==> src/pse_pkg.sv <==
// Constants, types and register map of the panel status and error indicator
// Contract
// - Run four power-on self-tests, show failing code
// - All tests pass: home floppy and fixed disk
// - Fixed disk write protected two minutes after power-on
// - Ready lamp flashes in window, then steady
// - Fixed-disk access flickers ready lamp off; in the protect window the code ignores access and keeps it flashing
// - Drive fault keeps ready lamp off
// - Activity lamp and door lock follow head load
// - Floppy protect lamp: switch or protected diskette
// - Fixed protect lamp follows panel switch
// - Fault lamp flashes one minute, then steady
// - New error restarts one-minute flashing period
// - Bus initialize turns fault lamp off
// - Error lamp of displayed drive flashes
// - Display flashes most recent error code
// - No pending error shows code 00
// - Bus initialize clears every pending error
// - Diagnostic shows test code until done or fail
// - Earlier drive error lamp steady, recent flashes
// - Clearing recent error shows other drive's error
// - Mode 0 selects fixed-disk personality by class
// - Mode 1 selects floppy format and density functions
package pse_pkg;

  // Clock and timing
  localparam longint unsigned CLK_HZ      = 250_000_000;
  localparam longint unsigned PROTECT_S   = 120;
  localparam longint unsigned FAULT_S     = 60;
  localparam longint unsigned FLASH_MS    = 250;
  localparam logic [35:0]     PROTECT_CYC_DEF = 36'(PROTECT_S * CLK_HZ);
  localparam logic [35:0]     FAULT_CYC_DEF   = 36'(FAULT_S * CLK_HZ);
  localparam logic [35:0]     FLASH_CYC_DEF   = 36'(FLASH_MS * (CLK_HZ / 1000));

  // APB register byte offsets
  localparam logic [7:0] REG_CTRL = 8'h00;
  localparam logic [7:0] REG_ERR  = 8'h04;
  localparam logic [7:0] REG_CLR  = 8'h08;
  localparam logic [7:0] REG_STAT = 8'h0c;

  // Field positions
  localparam int CTRL_MAP_OK   = 0;
  localparam int CTRL_DIAG     = 1;
  localparam int CTRL_CODE_LO  = 8;
  localparam int ERR_DRIVE_HD  = 8;
  localparam int CLR_FD        = 0;
  localparam int CLR_HD        = 1;

  // Codes
  localparam logic [7:0]  CODE_NONE   = 8'h00;
  localparam logic [7:0]  CODE_ST_BASE = 8'h10;
  localparam logic [1:0]  ST_LAST     = 2'h3;
  localparam logic [35:0] CNT_ZERO    = 36'h0;
  localparam logic [35:0] CNT_ONE     = 36'h1;

  // Selector modes and classes
  localparam logic [2:0] MODE_FIXED  = 3'h0;
  localparam logic [2:0] MODE_FLOPPY = 3'h1;
  localparam logic [2:0] CLS_0 = 3'h0;
  localparam logic [2:0] CLS_1 = 3'h1;
  localparam logic [2:0] CLS_2 = 3'h2;
  localparam logic [2:0] CLS_3 = 3'h3;
  localparam logic [2:0] CLS_4 = 3'h4;
  localparam logic [2:0] CLS_5 = 3'h5;

  // Fixed-disk capacity in tenths of a Mbyte per personality
  localparam logic [7:0] CAP_NORMAL_TENTHS   = 8'h35;
  localparam logic [7:0] CAP_EXTENDED_TENTHS = 8'h4e;

  // Fixed-disk personalities
  localparam logic [1:0] PERS_NONE     = 2'h0;
  localparam logic [1:0] PERS_NORMAL   = 2'h1;
  localparam logic [1:0] PERS_EXTENDED = 2'h2;
  localparam logic [1:0] PERS_DIRECT   = 2'h3;

  // Power-up sequence
  typedef enum logic [2:0] {
    PS_TEST,
    PS_WAIT,
    PS_HOME,
    PS_RUN,
    PS_FAIL
  } pse_state_e;

endpackage

==> src/pse_panel.sv <==
// Front-panel status, error lamps, display and selector decode
//
// Decided for this implementation: the APB register port and the register addresses.
`timescale 1ns/100ps
`default_nettype none
module pse_panel
  import pse_pkg::*;
#(
  parameter logic [35:0] PROTECT_CYC = PROTECT_CYC_DEF,
  parameter logic [35:0] FAULT_CYC   = FAULT_CYC_DEF,
  parameter logic [35:0] FLASH_CYC   = FLASH_CYC_DEF
) (
  input  wire logic        pclk,
  input  wire logic        presetn,
  input  wire logic        psel,
  input  wire logic        penable,
  input  wire logic        pwrite,
  input  wire logic [7:0]  paddr,
  input  wire logic [31:0] pwdata,
  output var  logic [31:0] prdata,
  output logic             pready,
  output logic             pslverr,
  input  wire logic        bus_init,
  input  wire logic [2:0]  sel_mode,
  input  wire logic [2:0]  sel_class,
  input  wire logic        fd_protect_sw,
  input  wire logic        hd_protect_sw,
  input  wire logic        fd_media_wp,
  input  wire logic        fd_head_loaded,
  input  wire logic        hd_drive_fault,
  input  wire logic        hd_access,
  output var  logic        st_start,
  output var  logic [1:0]  st_index,
  input  wire logic        st_done,
  input  wire logic        st_fail,
  output var  logic        home_req,
  input  wire logic        home_fd_done,
  input  wire logic        home_hd_done,
  output var  logic        hd_wr_protect,
  output var  logic        lamp_hd_ready,
  output var  logic        lamp_fd_act,
  output var  logic        fd_door_lock,
  output var  logic        lamp_fd_wp,
  output var  logic        lamp_hd_wp,
  output var  logic        lamp_fault,
  output var  logic        lamp_fd_err,
  output var  logic        lamp_hd_err,
  output var  logic [7:0]  disp_code,
  output var  logic        disp_lit,
  output var  logic [1:0]  hd_personality,
  output var  logic [7:0]  hd_capacity,
  output var  logic        fd_format,
  output var  logic        fd_set_density,
  output var  logic        fd_double,
  output var  logic        fd_scan
);

  // Synchronised pins
  logic        init_s;
  logic [2:0]  mode_s;
  logic [2:0]  class_s;
  logic        fd_sw_s;
  logic        hd_sw_s;
  logic        fd_wp_s;
  logic        head_s;
  logic        fault_s;

  pse_sync #(.W(12)) u_sync (
    .pclk    (pclk),
    .presetn (presetn),
    .pin     ({hd_drive_fault, fd_head_loaded, fd_media_wp, hd_protect_sw, fd_protect_sw,
               sel_class, sel_mode, bus_init}),
    .sync    ({fault_s, head_s, fd_wp_s, hd_sw_s, fd_sw_s, class_s, mode_s, init_s})
  );

  // Blink combiner used by every flashing lamp
  function automatic logic lamp_drive(input logic on, input logic flash, input logic phase);
    lamp_drive = on & (~flash | phase);
  endfunction

  // State
  pse_state_e  state_q;
  pse_state_e  state_d;
  logic [1:0]  st_idx_q;
  logic [35:0] prot_cnt_q;
  logic [35:0] fault_tmr_q;
  logic [35:0] blink_cnt_q;
  logic        blink_q;
  logic        fd_hm_q;
  logic        hd_hm_q;
  logic        map_ok_q;
  logic        diag_q;
  logic [7:0]  diag_code_q;
  logic        pend_fd_q;
  logic        pend_hd_q;
  logic [7:0]  code_fd_q;
  logic [7:0]  code_hd_q;
  logic        last_hd_q;
  logic [7:0]  last_err_q;
  logic        last_err_hd_q;

  // APB decode
  wire setup_ph  = psel & ~penable;
  wire acc_ph    = psel & penable;
  wire hit_ctrl  = (paddr == REG_CTRL);
  wire hit_err   = (paddr == REG_ERR);
  wire hit_clr   = (paddr == REG_CLR);
  wire hit_stat  = (paddr == REG_STAT);
  wire mapped    = hit_ctrl | hit_err | hit_clr | hit_stat;
  wire wr_en     = acc_ph & pwrite & mapped;
  wire err_we    = wr_en & hit_err;
  wire err_is_hd = pwdata[ERR_DRIVE_HD];
  wire clr_fd    = wr_en & hit_clr & pwdata[CLR_FD];
  wire clr_hd    = wr_en & hit_clr & pwdata[CLR_HD];
  assign pready  = 1'b1;
  assign pslverr = acc_ph & ~mapped;

  // Error bookkeeping: report wins over clear in the same cycle
  wire set_fd    = err_we & ~err_is_hd;
  wire set_hd    = err_we & err_is_hd;
  wire pend_fd_d = set_fd | (pend_fd_q & ~clr_fd & ~init_s);
  wire pend_hd_d = set_hd | (pend_hd_q & ~clr_hd & ~init_s);
  wire pend_any  = pend_fd_q | pend_hd_q;
  wire recent_hd = pend_hd_q & (last_hd_q | ~pend_fd_q);
  wire prot_on   = (prot_cnt_q != CNT_ZERO);
  wire fault_fl  = (fault_tmr_q != CNT_ZERO);

  // Power-up sequencer next state
  always_comb begin
    state_d = state_q;
    unique case (state_q)
      PS_TEST: state_d = PS_WAIT;
      PS_WAIT: begin
        if (st_done && st_fail) begin
          state_d = PS_FAIL;
        end else if (st_done && st_idx_q == ST_LAST) begin
          state_d = PS_HOME;
        end else if (st_done) begin
          state_d = PS_TEST;
        end
      end
      PS_HOME: begin
        if (fd_hm_q && hd_hm_q) begin
          state_d = PS_RUN;
        end
      end
      PS_RUN:  state_d = PS_RUN;
      PS_FAIL: state_d = PS_FAIL;
    endcase
  end

  // Sequencer registers and test strobes
  always_ff @(posedge pclk or negedge presetn) begin
    if (!presetn) begin
      state_q  <= PS_TEST;
      st_idx_q <= 2'h0;
      st_start <= 1'b0;
      home_req <= 1'b0;
    end else begin
      state_q  <= state_d;
      st_start <= (state_q == PS_TEST);
      home_req <= (state_q == PS_WAIT) && (state_d == PS_HOME);
      if (state_q == PS_WAIT && state_d == PS_TEST) begin
        st_idx_q <= st_idx_q + 2'h1;
      end
    end
  end
  assign st_index = st_idx_q;

  // Homing completion flags
  always_ff @(posedge pclk or negedge presetn) begin
    if (!presetn) begin
      fd_hm_q <= 1'b0;
      hd_hm_q <= 1'b0;
    end else begin
      fd_hm_q <= (state_q == PS_HOME) & (fd_hm_q | home_fd_done);
      hd_hm_q <= (state_q == PS_HOME) & (hd_hm_q | home_hd_done);
    end
  end

  // Minute-scale timers and flash phase
  always_ff @(posedge pclk or negedge presetn) begin
    if (!presetn) begin
      prot_cnt_q  <= PROTECT_CYC;
      fault_tmr_q <= CNT_ZERO;
      blink_cnt_q <= CNT_ZERO;
      blink_q     <= 1'b0;
    end else begin
      if (prot_on) begin
        prot_cnt_q <= prot_cnt_q - CNT_ONE;
      end
      if (err_we) begin
        fault_tmr_q <= FAULT_CYC;
      end else if (init_s) begin
        fault_tmr_q <= CNT_ZERO;
      end else if (fault_fl) begin
        fault_tmr_q <= fault_tmr_q - CNT_ONE;
      end
      if (init_s || blink_cnt_q == FLASH_CYC - CNT_ONE) begin
        blink_cnt_q <= CNT_ZERO;
        blink_q     <= ~blink_q & ~init_s;
      end else begin
        blink_cnt_q <= blink_cnt_q + CNT_ONE;
      end
    end
  end

  // Pending errors and their order
  always_ff @(posedge pclk or negedge presetn) begin
    if (!presetn) begin
      pend_fd_q     <= 1'b0;
      pend_hd_q     <= 1'b0;
      code_fd_q     <= CODE_NONE;
      code_hd_q     <= CODE_NONE;
      last_hd_q     <= 1'b0;
      last_err_q    <= CODE_NONE;
      last_err_hd_q <= 1'b0;
    end else begin
      pend_fd_q <= pend_fd_d;
      pend_hd_q <= pend_hd_d;
      if (set_fd) begin
        code_fd_q <= pwdata[7:0];
      end
      if (set_hd) begin
        code_hd_q <= pwdata[7:0];
      end
      if (err_we) begin
        last_hd_q     <= err_is_hd;
        last_err_q    <= pwdata[7:0];
        last_err_hd_q <= err_is_hd;
      end else if (pend_fd_d != pend_hd_d) begin
        last_hd_q <= pend_hd_d;
      end
    end
  end

  // Control register
  always_ff @(posedge pclk or negedge presetn) begin
    if (!presetn) begin
      map_ok_q    <= 1'b0;
      diag_q      <= 1'b0;
      diag_code_q <= CODE_NONE;
    end else if (wr_en && hit_ctrl) begin
      map_ok_q    <= pwdata[CTRL_MAP_OK];
      diag_q      <= pwdata[CTRL_DIAG];
      diag_code_q <= pwdata[CTRL_CODE_LO +: 8];
    end
  end

  // Display and lamp selection
  wire [7:0] st_code = CODE_ST_BASE + {6'h00, st_idx_q};
  wire [7:0] err_code = recent_hd ? code_hd_q : code_fd_q;
  wire [7:0] disp_d = (state_q == PS_FAIL) ? st_code :
                      pend_any ? err_code :
                      diag_q ? diag_code_q :
                      CODE_NONE;
  wire disp_fl   = (state_q == PS_FAIL) | pend_any;
  wire ready_d   = ~fault_s & (prot_on | (map_ok_q & ~hd_access));
  wire fault_on  = pend_any & ~init_s;
  wire fd_err_fl = pend_fd_q & ~recent_hd;
  wire hd_err_fl = recent_hd;

  // Registered panel outputs
  always_ff @(posedge pclk or negedge presetn) begin
    if (!presetn) begin
      hd_wr_protect <= 1'b1;
      lamp_hd_ready <= 1'b0;
      lamp_fd_act   <= 1'b0;
      fd_door_lock  <= 1'b0;
      lamp_fd_wp    <= 1'b0;
      lamp_hd_wp    <= 1'b0;
      lamp_fault    <= 1'b0;
      lamp_fd_err   <= 1'b0;
      lamp_hd_err   <= 1'b0;
      disp_code     <= CODE_NONE;
      disp_lit      <= 1'b1;
    end else begin
      hd_wr_protect <= prot_on | hd_sw_s;
      lamp_hd_ready <= lamp_drive(ready_d, prot_on, blink_q);
      lamp_fd_act   <= head_s;
      fd_door_lock  <= head_s;
      lamp_fd_wp    <= fd_sw_s | fd_wp_s;
      lamp_hd_wp    <= hd_sw_s;
      lamp_fault    <= lamp_drive(fault_on, fault_fl, blink_q);
      lamp_fd_err   <= lamp_drive(pend_fd_q, fd_err_fl, blink_q);
      lamp_hd_err   <= lamp_drive(pend_hd_q, hd_err_fl, blink_q);
      disp_code     <= disp_d;
      disp_lit      <= lamp_drive(1'b1, disp_fl, blink_q);
    end
  end

  // Selector decode
  wire is_fixed  = (mode_s == MODE_FIXED);
  wire is_floppy = (mode_s == MODE_FLOPPY);
  wire [1:0] pers_d = ~is_fixed ? PERS_NONE :
                      (class_s == CLS_0) ? PERS_NORMAL :
                      (class_s == CLS_1) ? PERS_EXTENDED :
                      (class_s == CLS_2) ? PERS_DIRECT : PERS_NONE;
  wire [7:0] cap_d = (pers_d == PERS_NORMAL) ? CAP_NORMAL_TENTHS :
                     (pers_d == PERS_EXTENDED) ? CAP_EXTENDED_TENTHS : CODE_NONE;
  wire fmt_d  = is_floppy & (class_s == CLS_0 || class_s == CLS_1);
  wire sden_d = is_floppy & (class_s == CLS_2 || class_s == CLS_3 ||
                             class_s == CLS_4 || class_s == CLS_5);
  wire dbl_d  = is_floppy & (class_s == CLS_0 || class_s == CLS_2 || class_s == CLS_4);
  wire scan_d = is_floppy & (class_s == CLS_4 || class_s == CLS_5);

  always_ff @(posedge pclk or negedge presetn) begin
    if (!presetn) begin
      hd_personality <= PERS_NONE;
      hd_capacity    <= CODE_NONE;
      fd_format      <= 1'b0;
      fd_set_density <= 1'b0;
      fd_double      <= 1'b0;
      fd_scan        <= 1'b0;
    end else begin
      hd_personality <= pers_d;
      hd_capacity    <= cap_d;
      fd_format      <= fmt_d;
      fd_set_density <= sden_d;
      fd_double      <= dbl_d;
      fd_scan        <= scan_d;
    end
  end

  // Read data captured in the setup phase
  wire [31:0] stat_word = {10'h000, class_s, mode_s, disp_code, fault_fl, last_hd_q,
                           pend_hd_q, pend_fd_q, prot_on, state_q};
  wire [31:0] rd_d = hit_ctrl ? {16'h0000, diag_code_q, 6'h00, diag_q, map_ok_q} :
                     hit_err  ? {23'h000000, last_err_hd_q, last_err_q} :
                     hit_stat ? stat_word : 32'h00000000;
  always_ff @(posedge pclk or negedge presetn) begin
    if (!presetn) begin
      prdata <= 32'h00000000;
    end else if (setup_ph) begin
      prdata <= pwrite ? 32'h00000000 : rd_d;
    end
  end
endmodule
`default_nettype wire

==> src/pse_sync.sv <==
// Three-stage pin synchroniser with agreement filter
`timescale 1ns/100ps
`default_nettype none
module pse_sync #(
  parameter int W = 1
) (
  input  wire logic         pclk,
  input  wire logic         presetn,
  input  wire logic [W-1:0] pin,
  output var  logic [W-1:0] sync
);

  genvar i;
  generate
    for (i = 0; i < W; i++) begin : g_bit
      logic s1_q;
      logic s2_q;
      logic s3_q;
      // First stage feeds only the second; output moves when stages 2 and 3 agree
      always_ff @(posedge pclk or negedge presetn) begin
        if (!presetn) begin
          s1_q    <= 1'b0;
          s2_q    <= 1'b0;
          s3_q    <= 1'b0;
          sync[i] <= 1'b0;
        end else begin
          s1_q <= pin[i];
          s2_q <= s1_q;
          s3_q <= s2_q;
          if (s2_q == s3_q) begin
            sync[i] <= s3_q;
          end
        end
      end
    end
  endgenerate

endmodule
`default_nettype wire

==> config.mk <==
export PLATFORM = sky130hd
export DESIGN_NAME = pse_panel
export DESIGN_NICKNAME = d
export VERILOG_FILES = /design/src/pse_pkg.sv /design/src/pse_panel.sv /design/src/pse_sync.sv
export SDC_FILE = /design/constraint.sdc
export NUM_CORES = 1
export LEC_CHECK = 0
export ABC_CLOCK_PERIOD_IN_PS = 3080
export BUFFER_PORTS_ARGS = -buffer_cell sky130_fd_sc_hd__buf_2
export CAP_MARGIN = 20
export CORE_UTILIZATION = 51
export CTS_BUF_LIST = sky130_fd_sc_hd__clkbuf_16
export DETAILED_ROUTE_END_ITERATION = 16
export GPL_ROUTABILITY_DRIVEN = 0
export HOLD_SLACK_MARGIN = 0.1
export PLACE_DENSITY = 0.74
export RECOVER_POWER = 100
export SLEW_MARGIN = 10
export SYNTH_ARGS = -nofsm -noshare
export SYNTH_HDL_FRONTEND = slang
export SYNTH_SLANG_ARGS = --single-unit
==> constraint.sdc <==
create_clock -name pclk -period 3.08 [get_ports pclk]
set_input_delay 0.924 -clock pclk [delete_from_list [all_inputs] [get_ports pclk]]
set_output_delay 0.924 -clock pclk [all_outputs]
set_load 0.03 [all_outputs]
==> results.py <==
metrics = {
    "die": {
        "fp.dieW_um": 149.0,
        "dieHeight_um": 149.0,
        "fp-row-count": 53,
        "fp.dieArea_um2": 22190,
        "io_pins": 132,
        "core_um2": 21090,
        "start_util_pct": 52.24,
    },
    "cells_and_area": {
        "fin_cells": 1417,
        "layout-drive-gt1-share_pct": 14.29,
        "n_fill_cell": 1779,
        "areaGrowthSynthToFinish_pct": 13.70,
        "seqCellArea_um2": 6327,
        "multiInputGateArea_um2": 4338,
        "postLayoutCoreUtil_pct": 59.40,
        "nNetsFinal": 1191,
        "fin_area_um2": 12530,
    },
    "synth": {
        "synthCells": 1001,
        "synth_top_area_share_pct": 53.38,
        "yosys_warnings": 0,
        "yosysMostFrequentCell": "dfrtp_1",
        "synth-edff-count": 0,
        "synthMuxAreaShare_pct": 3.680,
        "async_flop_share_pct": 100.0,
        "netlist_area_um2": 11020,
        "synth_adder_area_share_pct": 1.999,
        "synth_area_leaders": "dfrtp_1, dfstp_2, xor2_1",
        "synth_top_family_by_area": "simple AND/OR/NAND/NOR gates",
        "ys_seq_elements": 252,
        "synth-simple-area-share_pct": 19.03,
        "synth_cell_types": 59,
        "synth_compound_area_share_pct": 8.132,
        "seq_area_frac_synth_pct": 57.43,
        "netlist_top_cells_count": "dfrtp_1, nor2_1, nand2_1, xor2_1, clkbuf_1",
        "synth_xor_area_share_pct": 6.281,
        "synth_ff_type": "dfrtp_1",
        "synth_area_per_cell_um2": 11.01,
        "synth_largest_area_cell": "dfrtp_1",
    },
    "clock_tree": {
        "clkSinkCount": 252,
        "clk_path_buf_depth": 3,
        "postCtsSetupRepairBufs": 0,
        "clock_latency_ps": 520,
        "clk_pin_slew_ps": 60,
        "root_buffer": "clkbuf_16",
        "cts_hold_buf": 0,
        "ctsResizeCount": 0,
        "cts_tree": "yes",
        "htreeDepth": 1,
        "cts_buffers": 26,
    },
    "run_status": {
        "violations": "max-capacitance violations, max-slew violations",
        "status": "finished with violations",
    },
    "setup_path": {
        "path_delay_family": "simple AND/OR/NAND/NOR gates",
        "cpMaxStageDelayCell": "or4_1",
        "critPathLaunchType": "register",
        "path_class": "reg2reg",
        "cp_num_buf_inv": 0,
        "worstPathArrival_ps": 3300,
        "worst_ep_required_time_ps": 3480,
        "critPathMaxFanout": 5,
        "end_kind": "register",
        "path_common_cell": "or4_1",
        "critPathMaxStageDelay_ps": 630,
        "path_cells": "or4_4 -> or4_1 -> or4_1 -> nor4b_2 -> mux2_2",
    },
    "grt": {
        "grt_pass1_vias": 7755,
        "grt_pass1_wl_mm": 39.01,
        "overflow": 0,
        "grt_max_degree": 78,
        "antenna_found_initial": 1,
        "globalRouteTotalUtil_pct": 21.83,
    },
    "sta": {
        "finClkSkew_ps": 8.504,
        "fmax_mhz": 345.2,
        "hold_violations": 0,
        "relSlewSlack_pct": -27.87,
        "holdWs_ps": 346.1,
        "setup-violations-final": 0,
        "finalCritPeriodShare_pct": 94.04,
        "finalCriticalPeriod_ps": 2896,
        "tightest_slew_ps": 1918,
        "maxSlewViolCount": 77,
        "grt_setup_unrepaired": "false",
        "finalWorstSetupSlack_ps": 183.5,
        "finalSetupTns_ps": 0,
    },
    "drt": {
        "drt_wl_total_mm": 23.37,
        "vias": 8016,
        "wl_per_cell_um": 16.49,
        "via_per_inst": 5.657,
        "post-route-drc-count": 0,
        "dr.pass1.iters": 5,
        "postRouteAntennaNets": 0,
        "drt_iter0_drc": 580,
    },
    "placement": {
        "post-place-cells": 1368,
        "dp_worst_setup_slack_ps": 212.6,
        "hpwl_mm": 16.08,
        "portBuffers": 103,
        "placed_area_um2": 11950,
    },
    "worst_hold_path": {
        "hp-class": "reg2reg",
    },
    "power": {
        "ir_drop_v": 0.0005274,
        "power_mw": 8.912,
        "p_leak_nw": 6.019,
        "p_per_area_nw_per_um2": 711.5,
    },
    "flow_run": {
        "drv_cap": 1,
    },
}
[layout by cell type, fill, tap and decap left out, types with 26 or more instances in the layout]
cell	n
mux2_2	28
o21ai_0	37
clkbuf_16	26
nand3_1	32
nand2_1	78
nor4_1	30
a21oi_1	31
xnor2_1	33
buf_2	44
xor2_1	46
nor3_1	31
dfrtp_1	235
nor2_1	94
clkbuf_1	72
[per-layer routing]
layer | vias to the layer above | part of all wire [%] | global-route usage [%]
li1 | 3800 | - | -
met1 | 3996 | 47 | 31.92
met2 | 198 | 47 | 34.51
met3 | 22 | 5.0 | 3.089
met4 | 0 | 1.2 | 5.102
met5 | - | 0 | 0
[state kept, by name (all words and copies together) (netlist names), 2 cells and up]
name and cells:
blink_cnt_q 36, fault_tmr_q 36, prot_cnt_q 36, prdata 22
u_sync.g_bit.s1_q 12, u_sync.g_bit.s2_q 12, u_sync.g_bit.s3_q 12, u_sync.sync 12
code_fd_q 8, code_hd_q 8, diag_code_q 8, disp_code 8
last_err_q 8, hd_capacity 3, state_q 3, hd_personality 2
st_index 2
[layout make-up]
cell class / instances / share of cell area [%]
clock buffer: 26 / 5.194
clock inverter: 22 / 0.8491
sequential: 252 / 50.51
timing repair buffer: 142 / 5.474
antenna: 1 / 0.01998
tap: 275 / 2.747
multi-input combinational: 680 / 34.63
inverter: 19 / 0.5694
[final timing paths]
path                       cells past startpoint                             end  slack, ps                            from
max                                            5      prot_cnt_q[35]$_DFFE_PN0N_        180      prot_cnt_q[18]$_DFFE_PN0N_
min                                            0  u_sync.g_bit[2].s2_q$_DFF_PN0_        350  u_sync.g_bit[2].s1_q$_DFF_PN0_
max reg2reg                                    5      prot_cnt_q[35]$_DFFE_PN0N_        180      prot_cnt_q[18]$_DFFE_PN0N_
min reg2reg                                    0  u_sync.g_bit[2].s2_q$_DFF_PN0_        350  u_sync.g_bit[2].s1_q$_DFF_PN0_
max in group asynchronous                      2     fault_tmr_q[35]$_DFFE_PN0P_        520                         presetn
min in group asynchronous                      1      prot_cnt_q[35]$_DFFE_PN0N_        940                         presetn
[worst register-to-register path: stages, from the launching register on]
cell     delay, ps
dfrtp_1        390
or4_4          550
or4_1          560
or4_1          630
nor4b_2        290
mux2_2         360
[logic make-up (layout without fill, tap and decap cells)]
group,count (synthesis),in the layout
xor gates and xnor gates,79,79
AOI/OAI and AO/OA,134,134
adders and majority gates,20,20
and+or+nand+nor,398,398
muxes,37,37
buffers and inverters,79,209
other,2,13
DFF,252,252
[power by group]
group          internal [mW]  switching, mW
Clock                   1.53           1.24
Combinational          0.876           1.37
Sequential              3.60          0.284
Note: power is estimated with default switching activity, not from simulation.
